**src/common/core_pkg.sv**
```systemverilog
// ---------------------------------------------------------------
// core register and sequencer definitions
// ---------------------------------------------------------------
package core_pkg;

	localparam int DATA_W      = 8;  // data space width
	localparam int PC_W        = 12; // fetch pointer width
	localparam int VEC_HI_W    = PC_W - DATA_W; // vector high part
	localparam int STACK_DEPTH = 6;  // return stack levels
	localparam int NUM_CTX     = 3;  // flag contexts
	localparam int NUM_CORE    = 5;  // mapped core registers
	localparam int BIT_W       = 3;  // bit number width

	// data space locations of the core registers
	localparam logic [DATA_W-1:0] ADDR_POINTER_ONE  = 8'h80;
	localparam logic [DATA_W-1:0] ADDR_POINTER_TWO  = 8'h81;
	localparam logic [DATA_W-1:0] ADDR_SLOT_ONE     = 8'h82;
	localparam logic [DATA_W-1:0] ADDR_SLOT_SECOND  = 8'h83;
	localparam logic [DATA_W-1:0] ADDR_SUM          = 8'hff;
	localparam logic [DATA_W-1:0] SHORT_BASE        = 8'h80;

	// program space vectors
	localparam logic [PC_W-1:0] VEC_RESET_LO = 12'hffe;
	localparam logic [PC_W-1:0] VEC_RESET_HI = 12'hfff;
	localparam logic [PC_W-1:0] VEC_NMI      = 12'hffc;
	localparam logic [PC_W-1:0] VEC_IRQ_BASE = 12'hff0;
	localparam logic [PC_W-1:0] PC_RESET     = 12'h000;
	localparam logic [PC_W-1:0] PC_ONE       = 12'h001;

	// reset values
	localparam logic [DATA_W-1:0] REG_RESET  = 8'h00;
	localparam logic [DATA_W-1:0] DATA_ZERO  = 8'h00;

	// decoded core register index
	typedef enum logic [2:0] {
		IDX_POINTER_ONE,
		IDX_POINTER_TWO,
		IDX_SLOT_ONE,
		IDX_SLOT_SECOND,
		IDX_SUM,
		IDX_NONE
	} core_idx_t;

	// fetch pointer update requested by the instruction logic
	typedef enum logic [3:0] {
		PC_HOLD,
		PC_INCR,
		PC_JUMP,
		PC_CALL,
		PC_BRANCH,
		PC_IRQ,
		PC_NMI,
		PC_RET,
		PC_LEAVE_INTERRUPT
	} pc_op_t;

	// flag context
	typedef enum logic [1:0] {
		CTX_NORMAL,
		CTX_IRQ,
		CTX_NMI
	} ctx_t;

	// data space addressing mode
	typedef enum logic [1:0] {
		AM_DIRECT,
		AM_INDIRECT,
		AM_SHORT
	} addr_mode_t;

	// sequencer state
	typedef enum logic [1:0] {
		ST_VEC_LO,
		ST_VEC_HI,
		ST_RUN
	} seq_state_t;

	// fetch pointer command
	typedef struct packed {
		pc_op_t            op;
		logic [PC_W-1:0]   target;
		logic [DATA_W-1:0] offset;
		logic [1:0]        irq_sel;
	} pc_cmd_t;

	// data space access from the instruction logic
	typedef struct packed {
		logic              req;
		logic              we;
		addr_mode_t        mode;
		logic [1:0]        sel;
		logic [DATA_W-1:0] addr;
		logic [DATA_W-1:0] wdata;
		logic              bit_en;
		logic [BIT_W-1:0]  bit_num;
		logic              bit_val;
	} ds_req_t;

	// resolved access passed on to the rest of data space
	typedef struct packed {
		logic              valid;
		logic              we;
		logic [DATA_W-1:0] addr;
		logic [DATA_W-1:0] wdata;
		logic              bit_en;
		logic [BIT_W-1:0]  bit_num;
		logic              bit_val;
	} ds_fwd_t;

	// flag update from the alu
	typedef struct packed {
		logic we;
		logic carry;
		logic zero;
	} flag_upd_t;

endpackage

```
**src/rtl/core_registers_and_pc_sequencer.sv**
```systemverilog
`timescale 1ns/100ps
// What this block does
// - five visible registers, three flag pairs
// - sum register is eight bit working register
// - sum register mapped at data address ff
// - pointers mapped at data addresses 80, 81
// - indirect mode uses pointer contents as address
// - pointers reachable direct, short and bitwise
// - short slots mapped at data addresses 82, 83
// - short direct form names slot in fewer bytes
// - short slots reachable direct and bitwise
// - twelve bit fetch pointer, 4096 locations
// - larger program space via bank switch, not width
// - ordinary instruction increments fetch pointer by one
// - relative branch adds signed offset through alu
// - jump, call, vector, pop load fetch pointer
// - reset restarts execution at program start
// - unmaskable request caught on falling edge
// - per context flag pairs, restored on return
// - reset starts in unmaskable context
// - six level return stack, deepest lost
module core_registers_and_pc_sequencer
(
	input  wire logic                        clk,
	input  wire logic                        reset,
	input  wire logic                        unmaskable_irq_line_n,
	input  wire logic                        factory_mode_pin,
	input  wire core_pkg::pc_cmd_t           pc_cmd,
	input  wire logic [core_pkg::DATA_W-1:0] rom_data,
	input  wire core_pkg::ds_req_t           ds_req,
	input  wire logic                        acc_we,
	input  wire logic [core_pkg::DATA_W-1:0] acc_wdata,
	input  wire core_pkg::flag_upd_t         flag_upd,
	output logic      [core_pkg::PC_W-1:0]   rom_addr_r,
	output logic      [core_pkg::PC_W-1:0]   fetch_pointer_r,
	output logic                             busy_r,
	output logic      [core_pkg::DATA_W-1:0] ds_rdata_r,
	output logic                             ds_hit_r,
	output core_pkg::ds_fwd_t                ds_fwd_r,
	output logic      [core_pkg::DATA_W-1:0] sum_register_r,
	output logic      [core_pkg::DATA_W-1:0] pointer_one_r,
	output logic      [core_pkg::DATA_W-1:0] pointer_two_r,
	output logic      [core_pkg::DATA_W-1:0] short_slot_one_r,
	output logic      [core_pkg::DATA_W-1:0] short_slot_second_r,
	output core_pkg::ctx_t                   ctx_r,
	output logic      [core_pkg::NUM_CTX-1:0] carry_r,
	output logic      [core_pkg::NUM_CTX-1:0] zero_r,
	output logic                             nmi_pending_r,
	output logic                             special_mode_r,
	output logic                             stack_empty_r
);

	// ---------------------------------------------------------------
	// decode helpers
	// ---------------------------------------------------------------

	// map a data space address onto a core register
	function automatic core_pkg::core_idx_t core_index
	(
		input logic [core_pkg::DATA_W-1:0] addr
	);
		case (addr)
			core_pkg::ADDR_POINTER_ONE: core_index = core_pkg::IDX_POINTER_ONE;
			core_pkg::ADDR_POINTER_TWO: core_index = core_pkg::IDX_POINTER_TWO;
			core_pkg::ADDR_SLOT_ONE:    core_index = core_pkg::IDX_SLOT_ONE;
			core_pkg::ADDR_SLOT_SECOND: core_index = core_pkg::IDX_SLOT_SECOND;
			core_pkg::ADDR_SUM:         core_index = core_pkg::IDX_SUM;
			default:                    core_index = core_pkg::IDX_NONE;
		endcase
	endfunction

	// replace one bit of a byte for bit direct writes
	function automatic logic [core_pkg::DATA_W-1:0] put_bit
	(
		input logic [core_pkg::DATA_W-1:0] cur,
		input logic [core_pkg::BIT_W-1:0]  num,
		input logic                        val
	);
		logic [core_pkg::DATA_W-1:0] res;
		res      = cur;
		res[num] = val;
		put_bit  = res;
	endfunction

	// alu adder used for relative branches
	function automatic logic [core_pkg::PC_W-1:0] alu_add
	(
		input logic [core_pkg::PC_W-1:0]   base,
		input logic [core_pkg::DATA_W-1:0] off
	);
		logic [core_pkg::PC_W-1:0] ext;
		ext     = core_pkg::PC_W'($signed(off));
		alu_add = base + ext;
	endfunction

	// ---------------------------------------------------------------
	// internal signals
	// ---------------------------------------------------------------

	logic [core_pkg::DATA_W-1:0] core_r [core_pkg::NUM_CORE]; // registers
	core_pkg::seq_state_t        state_r;      // sequencer state
	logic [core_pkg::DATA_W-1:0] vec_lo_r;     // captured vector low byte
	logic [core_pkg::PC_W-1:0]   pc_nxt;       // next fetch pointer
	logic                        stk_push;     // return stack push
	logic                        stk_pop;      // return stack pop
	logic [core_pkg::PC_W-1:0]   stk_top;      // top of return stack
	logic                        stk_empty;    // nothing to return to
	core_pkg::ctx_t              nmi_prev_r;   // context before nmi
	logic                        nmi_meta_r;   // synchroniser stage one
	logic                        nmi_sync_r;   // synchroniser stage two
	logic                        nmi_old_r;    // previous synced level
	logic [core_pkg::DATA_W-1:0] ea;           // effective address
	core_pkg::core_idx_t         acc_idx;      // register hit by access
	logic                        run;          // commands accepted

	assign run = (state_r == core_pkg::ST_RUN);

	// register outputs straight from the register array
	assign pointer_one_r       = core_r[core_pkg::IDX_POINTER_ONE];
	assign pointer_two_r       = core_r[core_pkg::IDX_POINTER_TWO];
	assign short_slot_one_r    = core_r[core_pkg::IDX_SLOT_ONE];
	assign short_slot_second_r = core_r[core_pkg::IDX_SLOT_SECOND];
	assign sum_register_r      = core_r[core_pkg::IDX_SUM];

	// ---------------------------------------------------------------
	// data space address resolution
	// ---------------------------------------------------------------

	// indirect takes the pointer, short picks one of four core slots
	always_comb
	begin
		case (ds_req.mode)
			core_pkg::AM_INDIRECT:
				ea = ds_req.sel[0] ? core_r[core_pkg::IDX_POINTER_TWO]
				                   : core_r[core_pkg::IDX_POINTER_ONE];
			core_pkg::AM_SHORT:
				// two bit slot number replaces a full address byte
				ea = core_pkg::SHORT_BASE
				   | core_pkg::DATA_W'(ds_req.sel);
			default:
				ea = ds_req.addr;
		endcase
		acc_idx = ds_req.req ? core_index(ea) : core_pkg::IDX_NONE;
	end

	// ---------------------------------------------------------------
	// core registers
	// ---------------------------------------------------------------

	// data space write beats an alu result to the sum register
	genvar g;
	generate
		for (g = 0; g < core_pkg::NUM_CORE; g++)
		begin : g_core
			always_ff @(posedge clk)
			begin
				if (reset)
					core_r[g] <= core_pkg::REG_RESET;
				else if (ds_req.we && acc_idx == core_pkg::core_idx_t'(g))
					// same edge as an alu result would land
					core_r[g] <= ds_req.bit_en
					           ? put_bit(core_r[g], ds_req.bit_num,
					                     ds_req.bit_val)
					           : ds_req.wdata;
				else if (acc_we && g == core_pkg::IDX_SUM)
					core_r[g] <= acc_wdata;
			end
		end
	endgenerate

	// read data one edge after the request; misses read as zero so an
	// outer mux can or them in
	always_ff @(posedge clk)
	begin
		if (reset || acc_idx == core_pkg::IDX_NONE)
		begin
			ds_rdata_r <= core_pkg::DATA_ZERO;
			ds_hit_r   <= 1'b0;
		end
		else
		begin
			ds_rdata_r <= core_r[acc_idx];
			ds_hit_r   <= 1'b1;
		end
	end

	// misses are handed on, already resolved, to the rest of data space
	always_ff @(posedge clk)
	begin
		if (reset)
			ds_fwd_r <= '0;
		else
		begin
			ds_fwd_r.valid   <= ds_req.req && acc_idx == core_pkg::IDX_NONE;
			ds_fwd_r.we      <= ds_req.we;
			ds_fwd_r.addr    <= ea;
			ds_fwd_r.wdata   <= ds_req.wdata;
			ds_fwd_r.bit_en  <= ds_req.bit_en;
			ds_fwd_r.bit_num <= ds_req.bit_num;
			ds_fwd_r.bit_val <= ds_req.bit_val;
		end
	end

	// ---------------------------------------------------------------
	// fetch pointer sequencing
	// ---------------------------------------------------------------

	// the pointer wraps at twelve bits; banks are selected elsewhere
	always_comb
	begin
		pc_nxt   = fetch_pointer_r;
		stk_push = 1'b0;
		stk_pop  = 1'b0;
		case (state_r)
			core_pkg::ST_VEC_HI:
				pc_nxt = {rom_data[core_pkg::VEC_HI_W-1:0], vec_lo_r};
			core_pkg::ST_RUN:
			begin
				case (pc_cmd.op)
					core_pkg::PC_INCR:
						pc_nxt = fetch_pointer_r + core_pkg::PC_ONE;
					core_pkg::PC_JUMP:
						pc_nxt = pc_cmd.target;
					core_pkg::PC_CALL:
					begin
						pc_nxt   = pc_cmd.target;
						stk_push = 1'b1;
					end
					core_pkg::PC_BRANCH:
						pc_nxt = alu_add(fetch_pointer_r, pc_cmd.offset);
					core_pkg::PC_IRQ:
					begin
						pc_nxt   = core_pkg::VEC_IRQ_BASE
						         | {9'h000, pc_cmd.irq_sel, 1'b0};
						stk_push = 1'b1;
					end
					core_pkg::PC_NMI:
					begin
						pc_nxt   = core_pkg::VEC_NMI;
						stk_push = 1'b1;
					end
					core_pkg::PC_RET, core_pkg::PC_LEAVE_INTERRUPT:
					begin
						// empty stack just runs on to the next instruction
						if (stk_empty)
							pc_nxt = fetch_pointer_r + core_pkg::PC_ONE;
						else
						begin
							pc_nxt  = stk_top;
							stk_pop = 1'b1;
						end
					end
					default:
						pc_nxt = fetch_pointer_r;
				endcase
			end
			default:
				pc_nxt = fetch_pointer_r;
		endcase
	end

	// reset vector fetch, then commands are accepted
	always_ff @(posedge clk)
	begin
		if (reset)
		begin
			state_r  <= core_pkg::ST_VEC_LO;
			vec_lo_r <= core_pkg::DATA_ZERO;
			busy_r   <= 1'b1;
		end
		else
		begin
			case (state_r)
				core_pkg::ST_VEC_LO:
				begin
					vec_lo_r <= rom_data;
					state_r  <= core_pkg::ST_VEC_HI;
				end
				core_pkg::ST_VEC_HI:
				begin
					state_r <= core_pkg::ST_RUN;
					busy_r  <= 1'b0;
				end
				core_pkg::ST_RUN:
					busy_r <= 1'b0;
				default:
					state_r <= core_pkg::ST_VEC_LO;
			endcase
		end
	end

	// fetch pointer and the rom address it drives
	always_ff @(posedge clk)
	begin
		if (reset)
		begin
			fetch_pointer_r <= core_pkg::PC_RESET;
			rom_addr_r      <= core_pkg::VEC_RESET_LO;
		end
		else
		begin
			fetch_pointer_r <= pc_nxt;
			rom_addr_r      <= (state_r == core_pkg::ST_VEC_LO)
			                 ? core_pkg::VEC_RESET_HI : pc_nxt;
		end
	end

	// return addresses live outside data space
	return_stack u_stack
	(
		.clk       (clk),
		.reset     (reset),
		.push      (stk_push),
		.pop       (stk_pop),
		.push_data (fetch_pointer_r),
		.top       (stk_top),
		.empty     (stk_empty)
	);

	// registered copy of the stack state for observers
	always_ff @(posedge clk)
	begin
		if (reset)
			stack_empty_r <= 1'b1;
		else
			stack_empty_r <= stk_empty;
	end

	// ---------------------------------------------------------------
	// unmaskable request and mode pin
	// ---------------------------------------------------------------

	// two stage synchroniser; only the second stage is edge checked
	always_ff @(posedge clk)
	begin
		if (reset)
		begin
			nmi_meta_r <= 1'b1;
			nmi_sync_r <= 1'b1;
			nmi_old_r  <= 1'b1;
		end
		else
		begin
			nmi_meta_r <= unmaskable_irq_line_n;
			nmi_sync_r <= nmi_meta_r;
			nmi_old_r  <= nmi_sync_r;
		end
	end

	// a new edge wins over the acknowledge in the same cycle
	always_ff @(posedge clk)
	begin
		if (reset)
			nmi_pending_r <= 1'b0;
		else if (nmi_old_r && !nmi_sync_r)
			nmi_pending_r <= 1'b1;
		else if (run && pc_cmd.op == core_pkg::PC_NMI)
			nmi_pending_r <= 1'b0;
	end

	// only the level is reported; entering the test mode is elsewhere
	always_ff @(posedge clk)
	begin
		if (reset)
			special_mode_r <= 1'b0;
		else
			special_mode_r <= factory_mode_pin;
	end

	// ---------------------------------------------------------------
	// flag contexts
	// ---------------------------------------------------------------

	// context switches on entry and returns on leave_interrupt
	always_ff @(posedge clk)
	begin
		if (reset)
		begin
			ctx_r      <= core_pkg::CTX_NMI;
			nmi_prev_r <= core_pkg::CTX_NORMAL;
		end
		else if (run)
		begin
			case (pc_cmd.op)
				core_pkg::PC_IRQ:
					ctx_r <= core_pkg::CTX_IRQ;
				core_pkg::PC_NMI:
				begin
					nmi_prev_r <= ctx_r;
					ctx_r      <= core_pkg::CTX_NMI;
				end
				core_pkg::PC_LEAVE_INTERRUPT:
				begin
					// nmi returns to what it interrupted
					if (ctx_r == core_pkg::CTX_NMI)
						ctx_r <= nmi_prev_r;
					else
						ctx_r <= core_pkg::CTX_NORMAL;
				end
				default:
					ctx_r <= ctx_r;
			endcase
		end
	end

	// each pair changes only while its own context is active
	generate
		for (g = 0; g < core_pkg::NUM_CTX; g++)
		begin : g_flag
			always_ff @(posedge clk)
			begin
				if (reset)
				begin
					carry_r[g] <= 1'b0;
					zero_r[g]  <= 1'b0;
				end
				else if (flag_upd.we && ctx_r == core_pkg::ctx_t'(g))
				begin
					carry_r[g] <= flag_upd.carry;
					zero_r[g]  <= flag_upd.zero;
				end
			end
		end
	endgenerate

endmodule

```
**src/rtl/return_stack.sv**
```systemverilog
`timescale 1ns/100ps
// ---------------------------------------------------------------
// return address stack
// ---------------------------------------------------------------
module return_stack
(
	input  wire logic                     clk,
	input  wire logic                     reset,
	input  wire logic                     push,
	input  wire logic                     pop,
	input  wire logic [core_pkg::PC_W-1:0] push_data,
	output logic      [core_pkg::PC_W-1:0] top,
	output logic                          empty
);

	localparam int LAST = core_pkg::STACK_DEPTH - 1;
	localparam logic [2:0] DEPTH_MAX = 3'(core_pkg::STACK_DEPTH);
	localparam logic [2:0] DEPTH_ONE = 3'h1;

	logic [core_pkg::PC_W-1:0] lvl_r [core_pkg::STACK_DEPTH]; // levels
	logic [2:0]                depth_r;                       // fill

	assign top   = lvl_r[0];
	assign empty = (depth_r == 3'h0);

	// each level shifts down on push and up on pop
	genvar i;
	generate
		for (i = 0; i < core_pkg::STACK_DEPTH; i++)
		begin : g_lvl
			always_ff @(posedge clk)
			begin
				if (reset)
					lvl_r[i] <= core_pkg::PC_RESET;
				else if (push)
					// deepest value falls off the end
					lvl_r[i] <= (i == 0) ? push_data : lvl_r[(i == 0) ? 0 : i - 1];
				else if (pop)
					lvl_r[i] <= (i == LAST) ? lvl_r[i] : lvl_r[(i == LAST) ? i : i + 1];
			end
		end
	endgenerate

	// fill count saturates both ways
	always_ff @(posedge clk)
	begin
		if (reset)
			depth_r <= 3'h0;
		else if (push && depth_r != DEPTH_MAX)
			depth_r <= depth_r + DEPTH_ONE;
		else if (pop && !push && depth_r != 3'h0)
			depth_r <= depth_r - DEPTH_ONE;
	end

endmodule

```
**config.mk**
```make
export PLATFORM = sky130hd
export DESIGN_NAME = core_registers_and_pc_sequencer
export DESIGN_NICKNAME = d
export VERILOG_FILES = /design/src/common/core_pkg.sv /design/src/rtl/core_registers_and_pc_sequencer.sv /design/src/rtl/return_stack.sv
export SDC_FILE = /design/constraint.sdc
export NUM_CORES = 1
export LEC_CHECK = 0
export BUFFER_PORTS_ARGS = -buffer_cell sky130_fd_sc_hd__buf_2
export CORE_MARGIN = 10
export CORE_UTILIZATION = 40
export CTS_BUF_LIST = sky130_fd_sc_hd__clkbuf_8
export DETAILED_ROUTE_END_ITERATION = 16
export SLEW_MARGIN = 20
export SYNTH_ARGS = -nofsm -noshare
export SYNTH_HDL_FRONTEND = slang
export SYNTH_SLANG_ARGS = --single-unit
```
**constraint.sdc**
```tcl
create_clock -name clk -period 4.9 [get_ports clk]
set_input_delay 0 -clock clk [delete_from_list [all_inputs] [get_ports clk]]
set_output_delay 0 -clock clk [all_outputs]
set_load 0.01 [all_outputs]
```
# After elaboration in Yosys (flattened, before gate mapping)
# Memory sizes are Yosys's and may differ from the RTL's. A register that Yosys moved wholly into a read port is not among the register bits.
# Index checks and enable logic that the tools add are counted.
# totals
latchBits,0
romBits,0
memories,2
elab_cells,192
mem_bits_rw,112
register_bits,78
out_inout_bits,108
in_bits,77
# classes
mux,79
n_eq_ne,25
shift,0
addsub,4
bitwise,18
n_lt_le_gt_ge,2
div_mod_pow,0
multipliers,0
reduce_logical,33
# memory_table
memory,words,word_bits,read_ports,rd_ports_with_merged_regs,wr,line_no,source
u_stack.lvl_r,6,12,6,0,6,return_stack.sv:20,logic [core_pkg::PC_W-1:0] lvl_r [core_pkg::STACK_DEPTH];
core_r,5,8,6,1,5,core_registers_and_pc_sequencer.sv:100,logic [core_pkg::DATA_W-1:0] core_r [core_pkg::NUM_CORE];
# op_table
op,n
two-way mux 12 bit,13
two-way mux 8 bit,12
case mux 12 bit (6 select lines),1
bitwise mux 8 bit,5
equality test 8 bit (second input constant),5
two-way mux 1 bit,38
case mux 12 bit (2 select lines),1
bitwise OR 1 bit,18
equality test 4 x 3 -> 1 bit (second input constant),4
case mux 8 bit (2 select lines),1
logical AND 1 bit,15
case mux 3 bit (5 select lines),1
adder 12 x 1 -> 12 bit (second input constant),1
adder 12 bit,1
case mux 2 bit (3 select lines),2
two-way mux 3 bit,3
equality test 4 x 2 -> 1 bit (second input constant),2
OR reduction 2 bit,4
equality test 2 x 1 -> 1 bit (second input constant),3
equality test 2 bit (second input constant),3
equality test 3 x 2 -> 1 bit (second input constant),2
equality test 3 bit (second input constant),2
zero test 3 bit,2
nonzero test 3 bit,2
16 further kinds,20

# Logic depth before layout (Yosys ltp)
# depth
depth_word,12
mapped_depth,12
ltp_nobuf,10

# By module
# From an unflattened synthesis, not the netlist that was laid out.
# hier_totals
hier_cells,990
area_unflattened_um2,10126.0
# modules_own_cells
mod,instances,area_each_um2,cells_per_inst,seq_area_each_um2
core_registers_and_pc_sequencer,1,6924.1,782,2862.7
return_stack,1,3201.8,208,2222.1

# Worst setup path after synthesis
# Ideal clock, no wire load.
# synth_timing
path_kind,register -> register
start,reg state_r[0]
end,"mem u_stack.lvl_r[0][0] in the netlist's numbering, enable pin"
setup_ns,0.413
path_slack_ns,1.954
arrival_time_ns,2.533
path_stages_with_launch,7
n_path_buf,0
synth_period_minus_slack_ns,2.946
required_time_ns,4.487
path_cell_list,dfxtp_1 > inv_1 > ha_1 > inv_1 > a211oi_1 > or2_2 > nand2b_1
# synth_rtl
item,line_no,source
start: declaration,core_registers_and_pc_sequencer.sv:101,core_pkg::seq_state_t state_r;
start signal: assignment,core_registers_and_pc_sequencer.sv:267,state_r <= core_pkg::ST_VEC_LO;
start signal: assignment,core_registers_and_pc_sequencer.sv:277,state_r <= core_pkg::ST_VEC_HI;
start signal: assignment,core_registers_and_pc_sequencer.sv:281,state_r <= core_pkg::ST_RUN;
end: declaration,return_stack.sv:20,

==> results.yml <==
layout:
  drive_gt1_frac: 0.213
  fin_nets: 1255
  syn2layout_area_growth_pct: 21.0
  multi_input_area_um2: 4500
  stdcell_area_um2: 12000
  final_cells: 1495
  fill_cells: 2293
  antenna_cells: 0
  regArea_um2: 5080
sta:
  relSlewSlack: 0.333
  timing.hold.ws_ps: 37.6
  fin_skew_ps: 16.5
  post-route-period-util: 0.730
  hold_viol: 0
  finalCriticalPeriod_ps: 3580
  drv_slew: 0
  rsz0062_at_grt: "no"
  fmax_ghz: 0.280
  setup_viol: 0
  worst_pin_slew_ps: 997
  tns_ps: 0
floorplanning:
  die_y_um: 177
  dieArea_um2: 31500
  initial_utilization: 0.407
  rows: 57
  io_pins: 185
  core_um2: 24400
  die_w_um: 177
outcome:
  run_status: "finished clean"
global_route:
  antenna_found_initial: 0
  grt_max_degree: 73
  grt.total_usage: 0.192
  grt.overflow.total: 0
  first_global_vias: 8188
  grt_pass1_wl_mm: 47.9
setup_path:
  endpoint: "core_r[4][5]"
  crit_buf_inv: 1
  reg2reg_from: "core_r[1][0]"
  arrival_ps: 3780
  rrSetupSlack_ps: 1320
  timing.rr.end: "core_r[4][5]"
  crit_start: "core_r[1][0]"
  cp.depth: 8
  worst_ep_required_time_ps: 5100
  crit_chain: "nand2_1 -> a311oi_1 -> a32o_1 -> nor3b_2 -> and4b_1 -> nand3b_4 -> dlygate4sd3_1 -> a21oi_2"
  path_delay_family: "simple AND/OR/NAND/NOR gates"
  ff2ff_path_depth: 8
  cp_max_fo: 17
  crit_type: "reg2reg"
  endpoint_kind: "flop"
  cp_slowest_cell: "and4b_1"
  slowest_delay_ps: 610
  critPathLaunchType: "flop"
yosys:
  yosysTopAreaCellShare: 0.339
  synth_cell_types: 78
  yosys-top-cells-area: "edfxtp_1, dfxtp_1, a22o_1, mux2i_1, nand2_1"
  syn_inst: 953
  synth-seq-cells: 198
  ys_async_sr_fraction: 0
  synth_edf_count: 112
  syn_area_per_cell_um2: 10.4
  synth.net_count: 1050
  ys_seq_area_frac: 0.512
  synth.largest_area_cell: "edfxtp_1"
  syn_area_um2: 9920
  yosysWarnings: 0
  synth-main-ff-cell: "edfxtp_1"
placed_design:
  placedCellCount: 1410
  dpl.hpwl_mm: 22.3
  io_buffers: 184
  place_area_um2: 11100
  gp_congestion: 0.917
power:
  power_density_nw_per_um2: 309
  cellLeakagePower_nw: 4.97
  ir_worst_vdd_uv: 150
clock_tree:
  root_buffer: "clkbuf_8"
  clk_latency_ps: 490
  cts_buffers: 17
  cts-resized-gates: 0
  clockBufferDepth: 2
  cts_tree: "built"
  clkTransAtPathRegs_ps: 120
  cts.htree.levels: 4
  cts_post_setup_buffers_inserted: 0
  cts_sinks: 198
route:
  dr.pass1.iters: 5
  wl_mm: 31.1
  vias: 8436
  drcViolationCount: 0
  post_drt_wl_per_cell_um: 20.8
  drt_iter0_drc: 813
  ant_nets: 0
  vias_per_cell: 5.64
min_path:
  worstHoldPathType: "in2reg"
flow_run:
  cap_violations: 0
where the power goes:
group / internal, W / switching (W)
Sequential: 0.00185 / 0.0000889
Clock: 0.000433 / 0.000661
Combinational: 0.000271 / 0.000408
Total: 0.00256 / 0.00116
timing repair:
action / 4_1_cts / 5_1_grt
setup endpoints to repair: 0 / 0
hold endpoints to repair: 83 / 0
hold buffers: 53 / 0
synth_stat cells (17+ instances only):
master / instances
o21ai_1: 17
nor2_1: 70
a22o_1: 61
inv_1: 18
a21oi_1: 60
clkbuf_1: 35
nand2b_1: 23
mux2i_1: 33
nor2b_1: 25
a211oi_1: 29
nand2_1: 84
edfxtp_1: 112
dfxtp_1: 86
nor3_1: 24
ha_1: 18
registers in the layout (all words and copies together), names as in the netlist, 8 cells and up:
name,cells
fetch_pointer_r,12
vec_lo_r,8
ds_fwd_r,23
ds_rdata_r,8
rom_addr_r,12
core_r,40
u_stack.lvl_r,72
per-layer routing:
metal | vias to the layer above | track usage | wire length, um
met4 | 0 | 0.0643 | 750
li1 | 3975 | - | -
met1 | 4058 | 0.263 | 14000
met5 | - | 0 | 0
met2 | 354 | 0.302 | 14200
met3 | 49 | 0.0334 | 2090
cell families (layout without fill, tap and decap cells):
family / Yosys count / count (layout) / share of synthesized area
multiplexers: 38 / 38 / 0.0393
XOR/XNOR: 20 / 20 / 0.0177
AND/OR/NAND/NOR: 315 / 315 / 0.165
adder cells (fa/ha/maj): 20 / 20 / 0.0267
AO/OA/AOI/OAI: 282 / 282 / 0.205
flip-flops: 198 / 198 / 0.512
buffers and inverters: 80 / 298 / 0.0346
worst register-to-register path: stages, from the launching register on:
cell and delay [ps]:
edfxtp_1 450, nand2_1 70, a311oi_1 410, a32o_1 530
nor3b_2 350, and4b_1 610, nand3b_4 250, dlygate4sd3_1 570
a21oi_2 60
worst min path at each step:
stage,start,to,cells after the start
6_report,pc_cmd[15],rom_addr_r[5],5
4_1_cts,acc_we,core_r[4][0],3
3_5_place_dp,unmaskable_irq_line_n,nmi_meta_r,2
2_1_floorplan,unmaskable_irq_line_n,nmi_meta_r,1
5_1_grt,acc_we,core_r[4][0],3
3_3_place_gp,unmaskable_irq_line_n,nmi_meta_r,2
cell usage in the layout (no fill, tap or decap), drive strengths merged, types with 7 or more instances in the layout:
cell         Yosys  layout
edfxtp         112     112
clkbuf          35      17
ha              18      18
dfxtp           86      86
o211a            8       8
and3            11      11
nor2            71      71
nor2b           25      25
inv             18      24
buf             26     194
nand2b          23      23
nand3           16      16
nor3            25      25
xor2             9       9
and2            15      15
a21oi           63      63
o22ai            7       7
xnor2           11      11
nand3b          12      12
mux2i           33      33
o211ai           9       9
clkinv           1       8
a22oi            9       9
dlygate4sd3      0      53
a211oi          29      29
o21ai           30      30
o21a            15      15
a22o            61      61
nand2           84      84
layout make-up:
type / count / area share
Tap cell: 324 / 0.0338
Clock buffer: 17 / 0.0195
Inverter: 19 / 0.00594
Multi-Input combinational cell: 675 / 0.375
Timing Repair Buffer: 247 / 0.127
Sequential cell: 198 / 0.424
Clock inverter: 15 / 0.0151
metrics by stage:
step / worst slack, ps / power (W) / util
after CTS: 1410 / 0.00374 / 0.492
after detailed placement: 1450 / 0.00262 / 0.453
after global placement: 1680 / 0.00261 / 0.453
final: 1320 / 0.00371 / 0.492
after floorplan: 1950 / 0.00236 / -
after global routing: 1100 / 0.00388 / 0.492
(Power assumes the default switching activity.)
